**config.mk**
```make
export PLATFORM = sky130hd
export DESIGN_NAME = mfi_irq_service
export DESIGN_NICKNAME = d
export VERILOG_FILES = /design/src/design/mfi_pkg.sv /design/src/design/mfi_irq_service.sv
export SDC_FILE = /design/constraint.sdc
export NUM_CORES = 1
export LEC_CHECK = 0
export ABC_AREA = 1
export CORE_UTILIZATION = 50
export DETAILED_ROUTE_END_ITERATION = 16
export DONT_BUFFER_PORTS = 1
export SKIP_LAST_GASP = 1
export SYNTH_ARGS = -nofsm -noshare
export SYNTH_HDL_FRONTEND = slang
export SYNTH_SLANG_ARGS = --single-unit
```
**constraint.sdc**
```tcl
create_clock -name clock_in -period 1.9 [get_ports clock_in]
set_input_delay 0.095 -clock clock_in [delete_from_list [all_inputs] [get_ports clock_in]]
set_output_delay 0.095 -clock clock_in [all_outputs]
set_load 0.01 [all_outputs]
```
**src/design/mfi_pkg.sv**
```systemverilog
package mfi_pkg;

  // ---------------------------------------------------------------
  // Register offsets
  // ---------------------------------------------------------------
  localparam logic [7:0] OFS_MOTION_FLAG = 8'h03;
  localparam logic [7:0] OFS_ALT_CLEAR = 8'h04;
  localparam logic [7:0] OFS_INT_ENABLE = 8'h06;
  localparam logic [7:0] OFS_FEATURE = 8'h09;
  localparam logic [7:0] OFS_FIFO_FLAG = 8'h0a;
  localparam logic [7:0] OFS_INT_STATUS = 8'h14;
  localparam logic [7:0] OFS_FIFO_CTRL = 8'h2d;
  localparam logic [7:0] OFS_QUEUE_LEVEL_FLAG = 8'h2e;
  localparam logic [7:0] OFS_FIFO_ISTAT = 8'h2f;
  localparam logic [7:0] OFS_SVC_CTRL = 8'h31;
  localparam logic [7:0] OFS_LATCH_TIMER = 8'h4a;

  // ---------------------------------------------------------------
  // Field positions
  // ---------------------------------------------------------------
  localparam int BIT_TILT = 0;
  localparam int BIT_FLIP = 1;
  localparam int BIT_ANYM = 2;
  localparam int BIT_SHAKE = 3;
  localparam int BIT_TILT35 = 4;
  localparam int BIT_QUEUE_GROUP = 5;
  localparam int BIT_ACQ = 7;
  localparam int BIT_FEAT_TF = 0;
  localparam int BIT_FQ_EMPTY = 0;
  localparam int BIT_FQ_FULL = 1;
  localparam int BIT_FQ_LEVEL = 2;
  localparam int BIT_FIFO_EN = 5;
  localparam int BIT_REQ_SWAP = 4;
  localparam int BIT_INDIV_CLR = 6;
  localparam int TMR_SEL_LSB = 2;
  localparam int TMR_SEL_MSB = 7;
  localparam logic [7:0] MOTION_MASK = 8'h9f;

  // ---------------------------------------------------------------
  // Reset values and sizes
  // ---------------------------------------------------------------
  localparam logic [7:0] REG_RST = 8'h00;
  localparam logic [7:0] THRESH_RST = 8'h10;
  localparam logic [2:0] FQ_FLAGS_RST = 3'h1;
  localparam int QUEUE_DEPTH = 32;
  localparam int CLK_PERIOD_NS = 20;
  localparam int TICK_TIME_NS = 1000000;
  localparam int TICK_CYCLES = TICK_TIME_NS / CLK_PERIOD_NS;

  typedef enum logic [1:0] {MODE_LATCHED, MODE_TEMP, MODE_AUTO, MODE_RSVD} mfi_mode_e;
  typedef enum logic [1:0] {ORI_FLAT, ORI_TILT, ORI_FLIP} mfi_orient_e;

  typedef struct packed {
    logic wr;
    logic rd;
    logic [7:0] addr;
    logic [7:0] wdata;
  } mfi_reg_req_s;

  typedef struct packed {
    logic anym_lvl;
    logic shake_lvl;
    logic t35_lvl;
    logic anym_hit;
    logic shake_hit;
    logic t35_hit;
    logic tf_qual;
    mfi_orient_e orient;
  } mfi_motion_s;

endpackage

```
**src/design/mfi_irq_service.sv**
```systemverilog
`timescale 1ns/1ps
// Contract
// RULE1: Sample-acquired flag sets once for every produced sample.
// RULE2: Reading the motion flag status register clears the sample-acquired flag.
// RULE3: Sample interrupt status sets only when its enable bit is set.
// RULE4: Tilt and flip flags live only while feature bit 0 is set.
// RULE5: Tilt and flip interrupts have separate enables, bits 1:0.
// RULE6: Any-motion flag needs feature bit 2; its status is bit 2.
// RULE7: Shake needs feature bits 3 and 2, not the any-motion enable.
// RULE8: Tilt-35 needs feature bits 4 and 2, not the any-motion enable.
// RULE9: Host should read latched status rather than poll raw motion flags.
// RULE10: Queue flags live only while queue enable bit 5 is set; here they update regardless, bit 5 gates only interrupts.
// RULE11: Queue-empty is flag bit 0, resets to 1, enabled by bit 0.
// RULE12: Queue-full is flag bit 1, resets to 0, enabled by bit 1.
// RULE13: Queue-level is flag bit 2, default threshold 16, enabled by bit 2.
// RULE14: Three servicing modes: latched, temp-latched, auto-clear.
// RULE15: Global mode: write to either clear register clears everything pending.
// RULE16: Global mode ignores write data; only the address makes the clear.
// RULE17: Individual mode: only status writes clear, one bit per written 1.
// RULE18: Individual mode: writing bit 5 clears all queue interrupt flags.
// RULE19: Queue interrupts stay latched; no timeout or auto clear.
// RULE20: Flip interrupt sets on a qualified tilt to flip transition.
// RULE21: Tilt interrupt sets on a qualified flat or flip to tilt transition.
// RULE22: Each event is gated by its enable before its status bit sets.
// RULE23: By default sample/motion request drives pin one, queue request pin two.
// RULE24: Each request is the OR of its pending enabled status bits.
// RULE25: Temp-latched timer expiry clears sample/motion status; sets restart it.
module mfi_irq_service #(
  parameter int TICK_CYCLES = mfi_pkg::TICK_CYCLES,
  parameter int QUEUE_DEPTH = mfi_pkg::QUEUE_DEPTH
) (
  input wire logic clock_in, // 50 MHz core clock
  input wire logic rst_b_in, // Synchronous reset, active low
  input wire logic software_reset_in, // Software reset pulse
  input wire mfi_pkg::mfi_reg_req_s reg_req_in, // Register access strobes
  output logic [7:0] reg_rdata_out, // Read data, one cycle after rd
  input wire logic sample_done_in, // Pulse per produced sample
  input wire logic sample_start_in, // Pulse at start of accumulation
  input wire mfi_pkg::mfi_motion_s motion_in, // Motion detector outputs
  input wire logic queue_access_in, // Pulse on any queue read or write
  input wire logic [5:0] queue_count_in, // Samples held in the queue
  output logic irq_pin_one_out, // Request routed to first pin
  output logic irq_pin_two_out // Request routed to second pin
);

  // ---------------------------------------------------------------
  // State
  // ---------------------------------------------------------------
  localparam int TW = $clog2(TICK_CYCLES + 1);
  logic rst;
  logic [7:0] int_en, feat, qctrl, thresh, svc, ltc;
  logic [7:0] next_int_en, next_feat, next_qctrl, next_thresh, next_svc, next_ltc;
  logic [7:0] istat, next_istat;
  logic [2:0] qflags, next_qflags, qistat, next_qistat;
  logic acq_flag, next_acq_flag;
  mfi_pkg::mfi_orient_e tf_prev, next_tf_prev;
  logic [TW-1:0] tick, next_tick;
  logic [5:0] units, next_units;
  logic tmr_run, next_tmr_run;
  logic [7:0] rdata, next_rdata;
  logic pin1, pin2, next_pin1, next_pin2;
  logic [7:0] raw, ev, set, clr;
  logic [2:0] qset, qnow;
  logic wr_stat, wr_alt, indiv, glob_clr, q_clr, expire, req1, req2, q_en;
  mfi_pkg::mfi_mode_e mode;

  assign rst = !rst_b_in || software_reset_in;
  assign mode = mfi_pkg::mfi_mode_e'(ltc[1:0]);
  assign q_en = qctrl[mfi_pkg::BIT_FIFO_EN];
  assign indiv = svc[mfi_pkg::BIT_INDIV_CLR];
  assign wr_stat = reg_req_in.wr && (reg_req_in.addr == mfi_pkg::OFS_INT_STATUS);
  assign wr_alt = reg_req_in.wr && (reg_req_in.addr == mfi_pkg::OFS_ALT_CLEAR);

  // ---------------------------------------------------------------
  // Raw flags and gated events
  // ---------------------------------------------------------------
  // Raw flags follow the detectors and are only meaningful while enabled
  always_comb
  begin
    raw = '0;
    raw[mfi_pkg::BIT_TILT] = feat[mfi_pkg::BIT_FEAT_TF]
      && (motion_in.orient == mfi_pkg::ORI_TILT); // see RULE4
    raw[mfi_pkg::BIT_FLIP] = feat[mfi_pkg::BIT_FEAT_TF]
      && (motion_in.orient == mfi_pkg::ORI_FLIP); // see RULE4
    raw[mfi_pkg::BIT_ANYM] = feat[mfi_pkg::BIT_ANYM] && motion_in.anym_lvl; // see RULE6
    raw[mfi_pkg::BIT_SHAKE] = feat[mfi_pkg::BIT_SHAKE] && feat[mfi_pkg::BIT_ANYM]
      && motion_in.shake_lvl; // see RULE7
    raw[mfi_pkg::BIT_TILT35] = feat[mfi_pkg::BIT_TILT35] && feat[mfi_pkg::BIT_ANYM]
      && motion_in.t35_lvl; // see RULE8
    raw[mfi_pkg::BIT_ACQ] = acq_flag;
  end

  // Events; shake and tilt-35 ignore the any-motion interrupt enable
  always_comb
  begin
    ev = '0;
    ev[mfi_pkg::BIT_TILT] = feat[mfi_pkg::BIT_FEAT_TF] && motion_in.tf_qual
      && (motion_in.orient == mfi_pkg::ORI_TILT)
      && (tf_prev != mfi_pkg::ORI_TILT); // see RULE21
    ev[mfi_pkg::BIT_FLIP] = feat[mfi_pkg::BIT_FEAT_TF] && motion_in.tf_qual
      && (motion_in.orient == mfi_pkg::ORI_FLIP)
      && (tf_prev == mfi_pkg::ORI_TILT); // see RULE20
    ev[mfi_pkg::BIT_ANYM] = feat[mfi_pkg::BIT_ANYM] && motion_in.anym_hit; // see RULE6
    ev[mfi_pkg::BIT_SHAKE] = feat[mfi_pkg::BIT_SHAKE] && feat[mfi_pkg::BIT_ANYM]
      && motion_in.shake_hit; // see RULE7
    ev[mfi_pkg::BIT_TILT35] = feat[mfi_pkg::BIT_TILT35] && feat[mfi_pkg::BIT_ANYM]
      && motion_in.t35_hit; // see RULE8
    ev[mfi_pkg::BIT_ACQ] = sample_done_in;
    set = ev & int_en & mfi_pkg::MOTION_MASK; // see RULE22 RULE5 RULE3
  end

  // ---------------------------------------------------------------
  // Clearing
  // ---------------------------------------------------------------
  // Write data is a don't-care in global mode, the address alone clears
  always_comb
  begin
    glob_clr = !indiv && (wr_stat || wr_alt); // see RULE15 RULE16
    clr = '0;
    if (glob_clr)
    begin
      clr = mfi_pkg::MOTION_MASK; // see RULE15
    end
    else if (indiv && wr_stat)
    begin
      clr = reg_req_in.wdata & mfi_pkg::MOTION_MASK; // see RULE17
    end
    if (mode == mfi_pkg::MODE_TEMP && expire)
    begin
      clr = mfi_pkg::MOTION_MASK; // see RULE25 RULE14
    end
    else if (mode == mfi_pkg::MODE_AUTO)
    begin
      clr = clr | (~raw & 8'h1f); // see RULE14
      clr[mfi_pkg::BIT_ACQ] = clr[mfi_pkg::BIT_ACQ] || sample_start_in;
    end
    q_clr = glob_clr
      || (indiv && wr_stat && reg_req_in.wdata[mfi_pkg::BIT_QUEUE_GROUP]); // see RULE18
  end

  // Set wins over every clear so no event slips through
  always_comb
  begin
    next_istat = (istat & ~clr) | set;
    next_acq_flag = sample_done_in
      || (acq_flag && !(reg_req_in.rd
      && reg_req_in.addr == mfi_pkg::OFS_MOTION_FLAG)); // see RULE1 RULE2
    next_tf_prev = motion_in.tf_qual ? motion_in.orient : tf_prev;
  end

  // ---------------------------------------------------------------
  // Queue flags
  // ---------------------------------------------------------------
  // Flags only move on a queue access, not on every count wiggle
  always_comb
  begin
    qnow[mfi_pkg::BIT_FQ_EMPTY] = (queue_count_in == '0); // see RULE11
    qnow[mfi_pkg::BIT_FQ_FULL] = (32'(queue_count_in) == QUEUE_DEPTH); // see RULE12
    qnow[mfi_pkg::BIT_FQ_LEVEL] = ({2'b00, queue_count_in} >= thresh); // see RULE13
    next_qflags = queue_access_in ? qnow : qflags;
    qset = next_qflags & ~qflags & qctrl[2:0] & {3{q_en}}; // see RULE10
    next_qistat = (qistat & ~{3{q_clr}}) | qset; // see RULE19
  end

  // ---------------------------------------------------------------
  // Temp-latch timer
  // ---------------------------------------------------------------
  // Period is (select + 1) ticks; any new set restarts the count
  always_comb
  begin
    expire = tmr_run && (32'(tick) == TICK_CYCLES - 1)
      && (units == ltc[mfi_pkg::TMR_SEL_MSB:mfi_pkg::TMR_SEL_LSB]);
    next_tick = tick;
    next_units = units;
    next_tmr_run = tmr_run;
    if (set != '0)
    begin
      next_tick = '0; // see RULE25
      next_units = '0;
      next_tmr_run = (mode == mfi_pkg::MODE_TEMP);
    end
    else if (expire || mode != mfi_pkg::MODE_TEMP)
    begin
      next_tmr_run = 1'b0;
    end
    else if (tmr_run)
    begin
      if (32'(tick) == TICK_CYCLES - 1)
      begin
        next_tick = '0;
        next_units = units + 6'h1;
      end
      else
      begin
        next_tick = tick + TW'(1);
      end
    end
  end

  // ---------------------------------------------------------------
  // Register writes, read mux and requests
  // ---------------------------------------------------------------
  always_comb
  begin
    next_int_en = int_en;
    next_feat = feat;
    next_qctrl = qctrl;
    next_thresh = thresh;
    next_svc = svc;
    next_ltc = ltc;
    if (reg_req_in.wr)
    begin
      unique case (reg_req_in.addr)
        mfi_pkg::OFS_INT_ENABLE: next_int_en = reg_req_in.wdata;
        mfi_pkg::OFS_FEATURE: next_feat = reg_req_in.wdata;
        mfi_pkg::OFS_FIFO_CTRL: next_qctrl = reg_req_in.wdata;
        mfi_pkg::OFS_QUEUE_LEVEL_FLAG: next_thresh = reg_req_in.wdata;
        mfi_pkg::OFS_SVC_CTRL: next_svc = reg_req_in.wdata;
        mfi_pkg::OFS_LATCH_TIMER: next_ltc = reg_req_in.wdata;
        default: next_int_en = int_en;
      endcase
    end
    unique case (reg_req_in.addr)
      mfi_pkg::OFS_MOTION_FLAG: next_rdata = raw;
      mfi_pkg::OFS_INT_ENABLE: next_rdata = int_en;
      mfi_pkg::OFS_FEATURE: next_rdata = feat;
      mfi_pkg::OFS_FIFO_FLAG: next_rdata = {5'h00, qflags};
      mfi_pkg::OFS_INT_STATUS: next_rdata = istat;
      mfi_pkg::OFS_FIFO_CTRL: next_rdata = qctrl;
      mfi_pkg::OFS_QUEUE_LEVEL_FLAG: next_rdata = thresh;
      mfi_pkg::OFS_FIFO_ISTAT: next_rdata = {5'h00, qistat};
      mfi_pkg::OFS_SVC_CTRL: next_rdata = svc;
      mfi_pkg::OFS_LATCH_TIMER: next_rdata = ltc;
      default: next_rdata = 8'h00;
    endcase
    req1 = |(istat & int_en & mfi_pkg::MOTION_MASK); // see RULE24
    req2 = q_en && (|(qistat & qctrl[2:0])); // see RULE24
    next_pin1 = svc[mfi_pkg::BIT_REQ_SWAP] ? req2 : req1; // see RULE23
    next_pin2 = svc[mfi_pkg::BIT_REQ_SWAP] ? req1 : req2; // see RULE23
  end

  // Single register stage for all state
  always_ff @(posedge clock_in)
  begin
    if (rst)
    begin
      int_en <= mfi_pkg::REG_RST;
      feat <= mfi_pkg::REG_RST;
      qctrl <= mfi_pkg::REG_RST;
      thresh <= mfi_pkg::THRESH_RST; // see RULE13
      svc <= mfi_pkg::REG_RST;
      ltc <= mfi_pkg::REG_RST;
      istat <= mfi_pkg::REG_RST;
      qflags <= mfi_pkg::FQ_FLAGS_RST; // see RULE11 RULE12
      qistat <= '0;
      acq_flag <= 1'b0;
      tf_prev <= mfi_pkg::ORI_FLAT;
      tick <= '0;
      units <= '0;
      tmr_run <= 1'b0;
      rdata <= mfi_pkg::REG_RST;
      pin1 <= 1'b0;
      pin2 <= 1'b0;
    end
    else
    begin
      int_en <= next_int_en;
      feat <= next_feat;
      qctrl <= next_qctrl;
      thresh <= next_thresh;
      svc <= next_svc;
      ltc <= next_ltc;
      istat <= next_istat;
      qflags <= next_qflags;
      qistat <= next_qistat;
      acq_flag <= next_acq_flag;
      tf_prev <= next_tf_prev;
      tick <= next_tick;
      units <= next_units;
      tmr_run <= next_tmr_run;
      rdata <= next_rdata;
      pin1 <= next_pin1;
      pin2 <= next_pin2;
    end
  end

  assign reg_rdata_out = rdata;
  assign irq_pin_one_out = pin1;
  assign irq_pin_two_out = pin2;
endmodule

```
==> results.txt, run 1 <==
- The flow ran to the end, and the final reports show no timing, DRC or antenna violations.
- Detail Route Antenna Nets: 0
- Placed cell count: 961
- Number of buffers inserted by post-CTS setup repair: 0
- Maximum clock insertion buffer count: 2
- For this run, design rule violations remaining after detail routing come to 0.
- Routability-driven placement finished with a final weighted congestion of 0.939.
- Peak supply drop: 0.444 mV
* Number of sinks handled by clock tree synthesis: 96
- Global routing consumed, on the met2 layer, 51.4% of the routing resources.
* Routed len/inst: 16.6 um
- Maximum number of pins on one net before global-route repair: 55
* Worst skew pair latency: 0.39 ns
- TritonCTS built the clock tree.
- In this run the worst path has a maximum fanout of 6.
- Initial DRC count: 379
- Measured along the x axis, the die boundary spans 106 um.
- Inserted Clock Buffers: 9
- Vias in the first global route: 5356
* Top cells by area, synth: sky130_fd_sc_hd__dfxtp_1, sky130_fd_sc_hd__nand2_1, sky130_fd_sc_hd__a21oi_1
- Path category of the worst min-delay check: in2reg
- Total I/O pin count: 49
- Setup repair after global routing left no endpoint under its margin.
- Sequential cells burn 53.4% of the power.
- The final number of max-transition violations is 0.
- The analysis attributes to net switching a power of 0.910 mW.
- On the final layout, the worst clock skew is 0.0157 ns.
* Starting density of the core: 52.0%
- The tool flagged a number of max-cap violations equal to 0.
- Final instance count without filler cells: 999
* Kind of launch point of the worst setup path: flip-flop
- Switching part of the total: 24.1%
- For this block, the routed nets add up to 16.6 mm of wire.
* Number of rows in the core area: 37
- The critical path is of the reg2reg type.
- In this run the mean area of a mapped cell was 6.51 um^2.
- Synthesis instantiated 35 different standard cells from the library.
- Cell-internal power: 2.87 mW
* Post-CTS clock slew at the launch and capture registers of the worst setup and hold paths: 0.09 ns
- Number of antenna violations at the first check in global routing: 1
* Final critical delay including setup and external delays: 1.77 ns
- Most crowded layer after global routing: met2
* Arrival time of the worst setup path: 2.03 ns
* Post-synth net total: 879
- Summed over all failing endpoints, the final setup total negative slack is 0 ns.
- Count of port buffers added during placement: 0
* Global-route wire length before repair: 26.7 mm
* Worst slew margin relative to its limit: 59.4%
- The H-tree was split into 3 levels.
- The floorplan step defined a die boundary enclosing 11200 um^2.
- Cells fill 57.9% of the core in the end.
- Synth Cell Area: 5410 um^2
- Counting every instance in the synthesized netlist gives 832.
- Using the TritonRoute via totals, the vias-per-cell ratio works out to 5.57.
- During synthesis, Yosys emitted a total of 0 warnings.
- Highest achievable clock rate: 0.566 GHz
- Of the cells placed in the final design, the portion with a size suffix greater than 1 is 8.47%.
* Count of endpoints failing hold in the final timing report: 0
- Portion of synthesized cell area occupied by the leading cell type: 35.5%
- For met3 alone, demand over resource in global routing was 8.52%.
- Layout Area Growth over Synthesis: 11.3%
- STA classifies the critical path endpoint as a flip-flop.
- Share of total power in the clock network: 41.2%
- The first detailed-routing pass ran for 5 iterations.
- Synthesis inferred 96 register bits.
- Final setup viols: 0
- Area of the placeable core: 10400 um^2
- The total overflow left after global routing is 0.
- In the final design database the tool counted 904 nets.
- For this design the ratio of total power to cell area is 627 nW/um^2.
- Overall die height: 106 um
- Detailed placement HPWL: 12.3 mm
- Combinational logic burns 5.3% of the power.
* Global-route usage over all layers: 30.9%
- Global routing used 35.5% of the available met1 tracks.
* Routed via count: 5564
- Crit share post-route: 93.0%
* Pin slew with the least headroom to its limit: 0.609 ns
- Of the synthesized area, sequential elements account for 35.5%.
- Fill cell total of the finished layout: 1043
* Cell taking the most area after synthesis: sky130_fd_sc_hd__dfxtp_1
* CTS root buffer: sky130_fd_sc_hd__clkbuf_8
- Summed over all cells, the static leakage comes to 2.31 nW.
- CP required: 2.16 ns
what timing repair did:
item,4_1_cts,5_1_grt
resized for setup,0,0
hold endpoints to repair,58,0
hold buffers,21,0
metal layers:
metal	vias to the layer above	part of all wire, %
met4	0	5.4
met2	175	47
met3	56	5.4
li1	2772	-
met5	-	0
met1	2561	42
worst paths after layout:
kind                                           start                    end  slack [ns]  depth (start not counted)
worst min register to register  feat[5]$_SDFFE_PP0P_   feat[5]$_SDFFE_PP0P_        0.45                          2
worst max register to register  tick[0]$_SDFFE_PP0P_  units[3]$_SDFFE_PP0P_        0.13                          8
worst min-delay path                 queue_access_in   qistat[2]$_SDFF_PP0_        0.02                          4
worst max-delay path            tick[0]$_SDFFE_PP0P_  units[3]$_SDFFE_PP0P_        0.13                          8
layout by cell type (no fill, tap or decap), drive strengths merged, types with 12 or more instances in the layout:
master       count
o21ai           65
dlygate4sd3     21
nand4           20
a21oi           97
buf             16
dfxtp           96
nand2          185
inv            112
nand3           57
xor2            12
nor2           117
cell type report:
| type | count | area (um^2) | area share, % |
|---|---|---|---|
| Multi-Input combinational cell | 601 | 2950 | 49.0 |
| Antenna cell | 1 | 2.50 | 0.0415 |
| Sequential cell | 96 | 1920 | 31.9 |
| Inverter | 112 | 420 | 6.98 |
| Clock inverter | 6 | 90.1 | 1.49 |
| Tap cell | 136 | 170 | 2.82 |
| Clock buffer | 10 | 138 | 2.28 |
| Timing Repair Buffer | 37 | 330 | 5.48 |
stage by stage:
| stage | cell area [um^2] | power (mW) | worst slack (ns) | hold WS, ns |
|---|---|---|---|---|
| 2_1_floorplan | 5410 | 2.18 | 0.291 | 0.185 |
| 3_3_place_gp | 5590 | 2.21 | 0.207 | 0.192 |
| 3_5_place_dp | 5590 | 2.21 | 0.194 | 0.197 |
| 4_1_cts | 6020 | 3.79 | 0.148 | 0.00172 |
| 5_1_grt | 6030 | 3.90 | 0.0226 | 0.0348 |
| 6_report | 6030 | 3.78 | 0.133 | 0.0185 |
kinds of logic (layout without fill, tap and decap cells):
family / after synthesis / in the layout / synth area share (%)
AO/OA/AOI/OAI: 185 / 185 / 18.3
adder cells (fa/ha/maj): 8 / 8 / 1.85
buffers and inverters: 135 / 165 / 9.98
XOR/XNOR: 12 / 12 / 1.94
other: 0 / 1 / 0
AND/OR/NAND/NOR: 396 / 396 / 32.4
flip-flops: 96 / 96 / 35.5
Yosys cell counts:
master	count
sky130_fd_sc_hd__nand3_4	1
sky130_fd_sc_hd__xor2_1	12
sky130_fd_sc_hd__and2_1	1
sky130_fd_sc_hd__o211ai_1	9
sky130_fd_sc_hd__nand3_1	56
sky130_fd_sc_hd__nor2_1	110
sky130_fd_sc_hd__nand4_1	19
sky130_fd_sc_hd__ha_1	8
sky130_fd_sc_hd__buf_8	1
sky130_fd_sc_hd__clkbuf_1	8
sky130_fd_sc_hd__nor2_4	3
sky130_fd_sc_hd__nor3_2	3
sky130_fd_sc_hd__nor3_1	3
sky130_fd_sc_hd__nand4_2	1
sky130_fd_sc_hd__o21ai_0	40
sky130_fd_sc_hd__nor2_2	4
sky130_fd_sc_hd__nand2_1	177
sky130_fd_sc_hd__inv_2	13
sky130_fd_sc_hd__nand2_4	1
sky130_fd_sc_hd__o21a_1	2
sky130_fd_sc_hd__o21ai_1	25
sky130_fd_sc_hd__nand2_2	7
sky130_fd_sc_hd__nor3_4	1
sky130_fd_sc_hd__buf_2	12
sky130_fd_sc_hd__o31a_1	1
sky130_fd_sc_hd__nand3b_1	8
sky130_fd_sc_hd__a21oi_1	92
sky130_fd_sc_hd__o22ai_1	9
sky130_fd_sc_hd__inv_1	98
sky130_fd_sc_hd__a21boi_0	2
sky130_fd_sc_hd__a21oi_2	5
sky130_fd_sc_hd__clkinv_1	1
sky130_fd_sc_hd__or2_2	1
sky130_fd_sc_hd__buf_4	2
sky130_fd_sc_hd__dfxtp_1	96
power by group through the flow:
stage          Clock (mW)  Combinational (mW)  Sequential [mW]
6_report             1.56               0.202             2.02
2_1_floorplan           0               0.111             2.06
3_3_place_gp            0               0.141             2.07
3_5_place_dp            0               0.144             2.07
4_1_cts              1.58               0.199             2.02
5_1_grt              1.66               0.222             2.02
registers in the layout, summed over array words and instances, names as in the netlist:
name	flops
qflags	3
svc	8
tick	16
int_en	8
ltc	8
thresh	8
tmr_run	1
reg_rdata_out	8
feat	8
tf_prev	2
irq_pin_two_out	1
istat	6
qctrl	8
irq_pin_one_out	1
qistat	3
units	6
acq_flag	1
worst max-delay path, cell delays in order (launching register included):
cell and delay [ns]:
sky130_fd_sc_hd__dfxtp_1 0.42, sky130_fd_sc_hd__ha_1 0.22, sky130_fd_sc_hd__nand2_2 0.09, sky130_fd_sc_hd__nor2_4 0.18
sky130_fd_sc_hd__nand3_1 0.09, sky130_fd_sc_hd__nor2_1 0.17, sky130_fd_sc_hd__nand4_1 0.27, sky130_fd_sc_hd__nand2_1 0.13
sky130_fd_sc_hd__a21oi_1 0.09
Note: power is estimated with default switching activity, not from simulation.
==> run 2: changes to the inputs <==
REMOVE_ABC_BUFFERS = 1   (was unset)
==> run 2 against run 1 <==
Critical path depth increased by 1. Clock power decreased by 4%. Total power decreased by 1.5%. Design area increased by 1.3%. Utilization increased by 0.73 points. First-iteration DRC count decreased by 7.4%. Sequential power about the same. Wire length increased by 3.7%.
==> results.txt, run 2 (same netlist as run 1, synthesis figures left out) <==
- The flow ran to the end, and the final reports show no timing, DRC or antenna violations.
* Combinational share of power: 5.7% (+0.4 points)
- The number of cells after detailed placement is 968 (+0.73%).
- The total routed wirelength was 17.2 mm (+3.7%).
* Maximum number of pins on one net before global-route repair: 39 (-29%)
* Fill cell total of the finished layout: 1062 (+1.8%)
* Worst Hold Slack: 0.0166 ns (-0.00191 ns)
- Largest reg by FF count: tick
* Vias per cell: 5.56 (-0.17%)
- The number of buffers on the longest clock path was 2 (unchanged).
- The longest individual stage delay on the worst path is 0.38 ns (-0.04 ns).
- The number of sinks on the clock net came to 96 (unchanged).
* Detail Route Antenna Nets: 0 (unchanged)
- Net switching power of the design: 0.879 mW (-3.5%)
- The clock period minus final worst setup slack was 1.74 ns (-0.0304 ns).
- Number of flip-flops in the largest register: 16 (unchanged)
* Share of total power in the clock network: 40.0% (-1.2 points)
- Switching part of the total: 23.6% (-0.47 points)
- The clock latency on the worst-skew pair is 0.39 ns (about the same).
- Global-route usage over all layers: 32.0% (+1.1 points)
- The total clock buffers created by CTS came to 9 (unchanged).
- The power density normalized to cell area came to 610 nW/um^2 (-2.8%).
* TritonCTS clock tree: yes
- The signal arrival time at the worst endpoint came to 2.06 ns (+0.03 ns).
- Final nets: 912 (+0.88%)
- Detailed placement HPWL: 12.8 mm (+4.2%)
- The final weighted congestion in routability-driven placement is 0.947 (+0.83%).
- The remaining max-slew budget at the tightest pin came to 65.5% (+6.1 points).
- The area of the die is 11200 um^2 (unchanged).
* Final instance count without filler cells: 1007 (+0.80%)
* Number of rows in the core area: 37 (unchanged)
- The area of all sequential standard cells is 1920 um^2 (unchanged).
- Global-route wire length before repair: 27.5 mm (+2.9%)
* Endpoint class of the critical path: flip-flop
- The area of combinational cells with multiple inputs came to 2960 um^2 (+0.34%).
* Starting density of the core: 52.0% (unchanged)
- Sequential group share of total power: 54.3% (+0.9 points)
- The area growth from synthesis to layout is 12.7%.
- Routed len/inst: 17.1 um (+2.9%)
- The final setup violation count was 0 (unchanged).
- Post-CTS clock slew at the launch and capture registers of the worst setup and hold paths: 0.09 ns (about the same)
- Highest achievable clock rate: 0.576 GHz (+1.8%)
- Worst-case clock skew: 0.00809 ns (-0.00763 ns)
* Total leakage power: 2.36 nW (+2.1%)
* Critical Path Fanout Max: 5 (-1)
- The number of remaining DRC errors was 0 (unchanged).
- The cell sitting at the root of the clock tree is a sky130_fd_sc_hd__clkbuf_8.
- Kind of launch point of the worst setup path: flip-flop
- The top cell types in the final layout, fill and taps aside, are sky130_fd_sc_hd__nand2_1, sky130_fd_sc_hd__nor2_1, sky130_fd_sc_hd__inv_1.
* Count of endpoints failing hold in the final timing report: 0 (unchanged)
- Share of final-layout standard cells stronger than drive strength 1: 9.31% (+0.84 points)
- Routed met2 length: 8.18 mm (+5.0%)
* Pins over their slew limit: 0 (unchanged)
- Vias in the first global route: 5449 (+1.7%)
- Initial DRC count: 351 (-7.4%)
- Leftover overflow at the end of global routing: 0 (unchanged)
- Total routed wire length on the met1 layer: 7.31 mm (+4.1%)
- After detailed routing, no signal wire sits above met4.
* First-pass iteration count of the detailed router: 5 (unchanged)
- Critical Path Slowest Stage Cell: sky130_fd_sc_hd__a21oi_1
* Routed via count: 5599 (+0.63%)
* Peak supply drop: 0.417 mV (-6.2%)
- Type of the worst setup path: reg2reg
- Area of all placed cells without fillers: 6100 um^2 (+1.3%)
- The number of port buffers was 0 (unchanged).
* Number of antenna violations at the first check in global routing: 1 (unchanged)
- Pin slew with the least headroom to its limit: 0.515 ns (-0.0934 ns)
- The part of the cycle the worst path needs came to 91.4% (-1.6 points).
* Max-cap viol count: 0 (unchanged)
- The worst hold path belongs to the class in2reg.
- Leading cell type in the layout, fill and taps excluded: sky130_fd_sc_hd__nand2_1
- DIE WIDTH: 106 um (unchanged)
- The area of placed instances is 5660 um^2 (+1.3%).
* CP required: 2.22 ns (+0.06 ns)
- Depth of the CTS H-tree: 3 (unchanged)
- Walking the worst path, the cells encountered are ha_1 > nand2_2 > nor2_1 > nand3_1 > nor2_1 > buf_4 > a21oi_1 > nand2_1 > a21oi_1.
- Total I/O pin count: 49 (unchanged)
* Area of the placeable core: 10400 um^2 (unchanged)
* Met3 WL: 1.07 mm (+19%)
- Cell-internal power: 2.84 mW (-0.91%)
- Overall die height: 106 um (unchanged)
-- run 2: cell count changes in the layout (fill, tap and decap cells not counted), sizes merged --
cell      delta
bufinv       -1
clkinvlp     -1
clkbuf       +4
inv          -1
buf          +8
clkinv       -1
-- run 2: power by group through the flow --
stage | clock network, mW | registers, mW | logic, mW
after floorplan | 0 | 2.06 | 0.103
after detailed placement | 0 | 2.07 | 0.153
final | 1.49 | 2.02 | 0.213
after global placement | 0 | 2.07 | 0.151
after global routing | 1.58 | 2.02 | 0.234
after CTS | 1.51 | 2.02 | 0.210
-- run 2: what timing repair did --
| item | CTS | global route |
|---|---|---|
| endpoints found under the hold margin | 57 | 0 |
| setup buffers | 0 | 1 |
| resized for setup | 0 | 2 |
| setup endpoints to repair | 0 | 9 |
| hold buffers | 21 | 0 |
-- run 2: worst max-delay path, delay by kind of cell, from the launching register on --
| kind | cells | cell delay [ns] |
|---|---|---|
| AOI/OAI and AO/OA | 2 | 0.52 |
| adders and majority gates | 1 | 0.24 |
| buffers and inverters | 1 | 0.14 |
| DFF | 1 | 0.36 |
| and+or+nand+nor | 5 | 0.41 |
-- run 2: layout make-up --
type | count | share of cell area [%]
antenna | 1 | 0.0410
tap | 136 | 2.79
sequential | 96 | 31.5
inverter | 112 | 6.89
multi-input combinational | 601 | 48.6
clock inverter | 2 | 0.574
timing repair buffer | 45 | 6.66
clock buffer | 14 | 2.99
-- run 2: path summary, 6_finish.rpt --
check	startpoint	to	slack [ns]	depth (start not counted)
setup / recovery	tick[0]$_SDFFE_PP0P_	tick[15]$_SDFFE_PP0P_	0.16	9
hold / removal	motion_in[2]	istat[1]$_SDFF_PP0_	0.02	4
setup reg to reg	tick[0]$_SDFFE_PP0P_	tick[15]$_SDFFE_PP0P_	0.16	9
hold reg to reg	feat[6]$_SDFFE_PP0P_	feat[6]$_SDFFE_PP0P_	0.45	2
-- run 2: metrics by stage --
step / util, % / total power, mW / setup WS [ns] / setup TNS, ns
floorplan: - / 2.17 / -0.952 / -30.42
global placement: 54.3 / 2.22 / 0.172 / 0
finish: 58.6 / 3.72 / 0.163 / 0
CTS: 58.4 / 3.74 / 0.125 / 0
global route: 58.6 / 3.84 / -0.00643 / -0.00643
detailed placement: 54.3 / 2.22 / 0.145 / 0
-- run 2: layer usage --
metal,track usage (%),up-vias
li1,-,2784
met1,39.0,2562
met2,55.1,199
met3,4.66,54
met4,15.5,0
met5,0,-
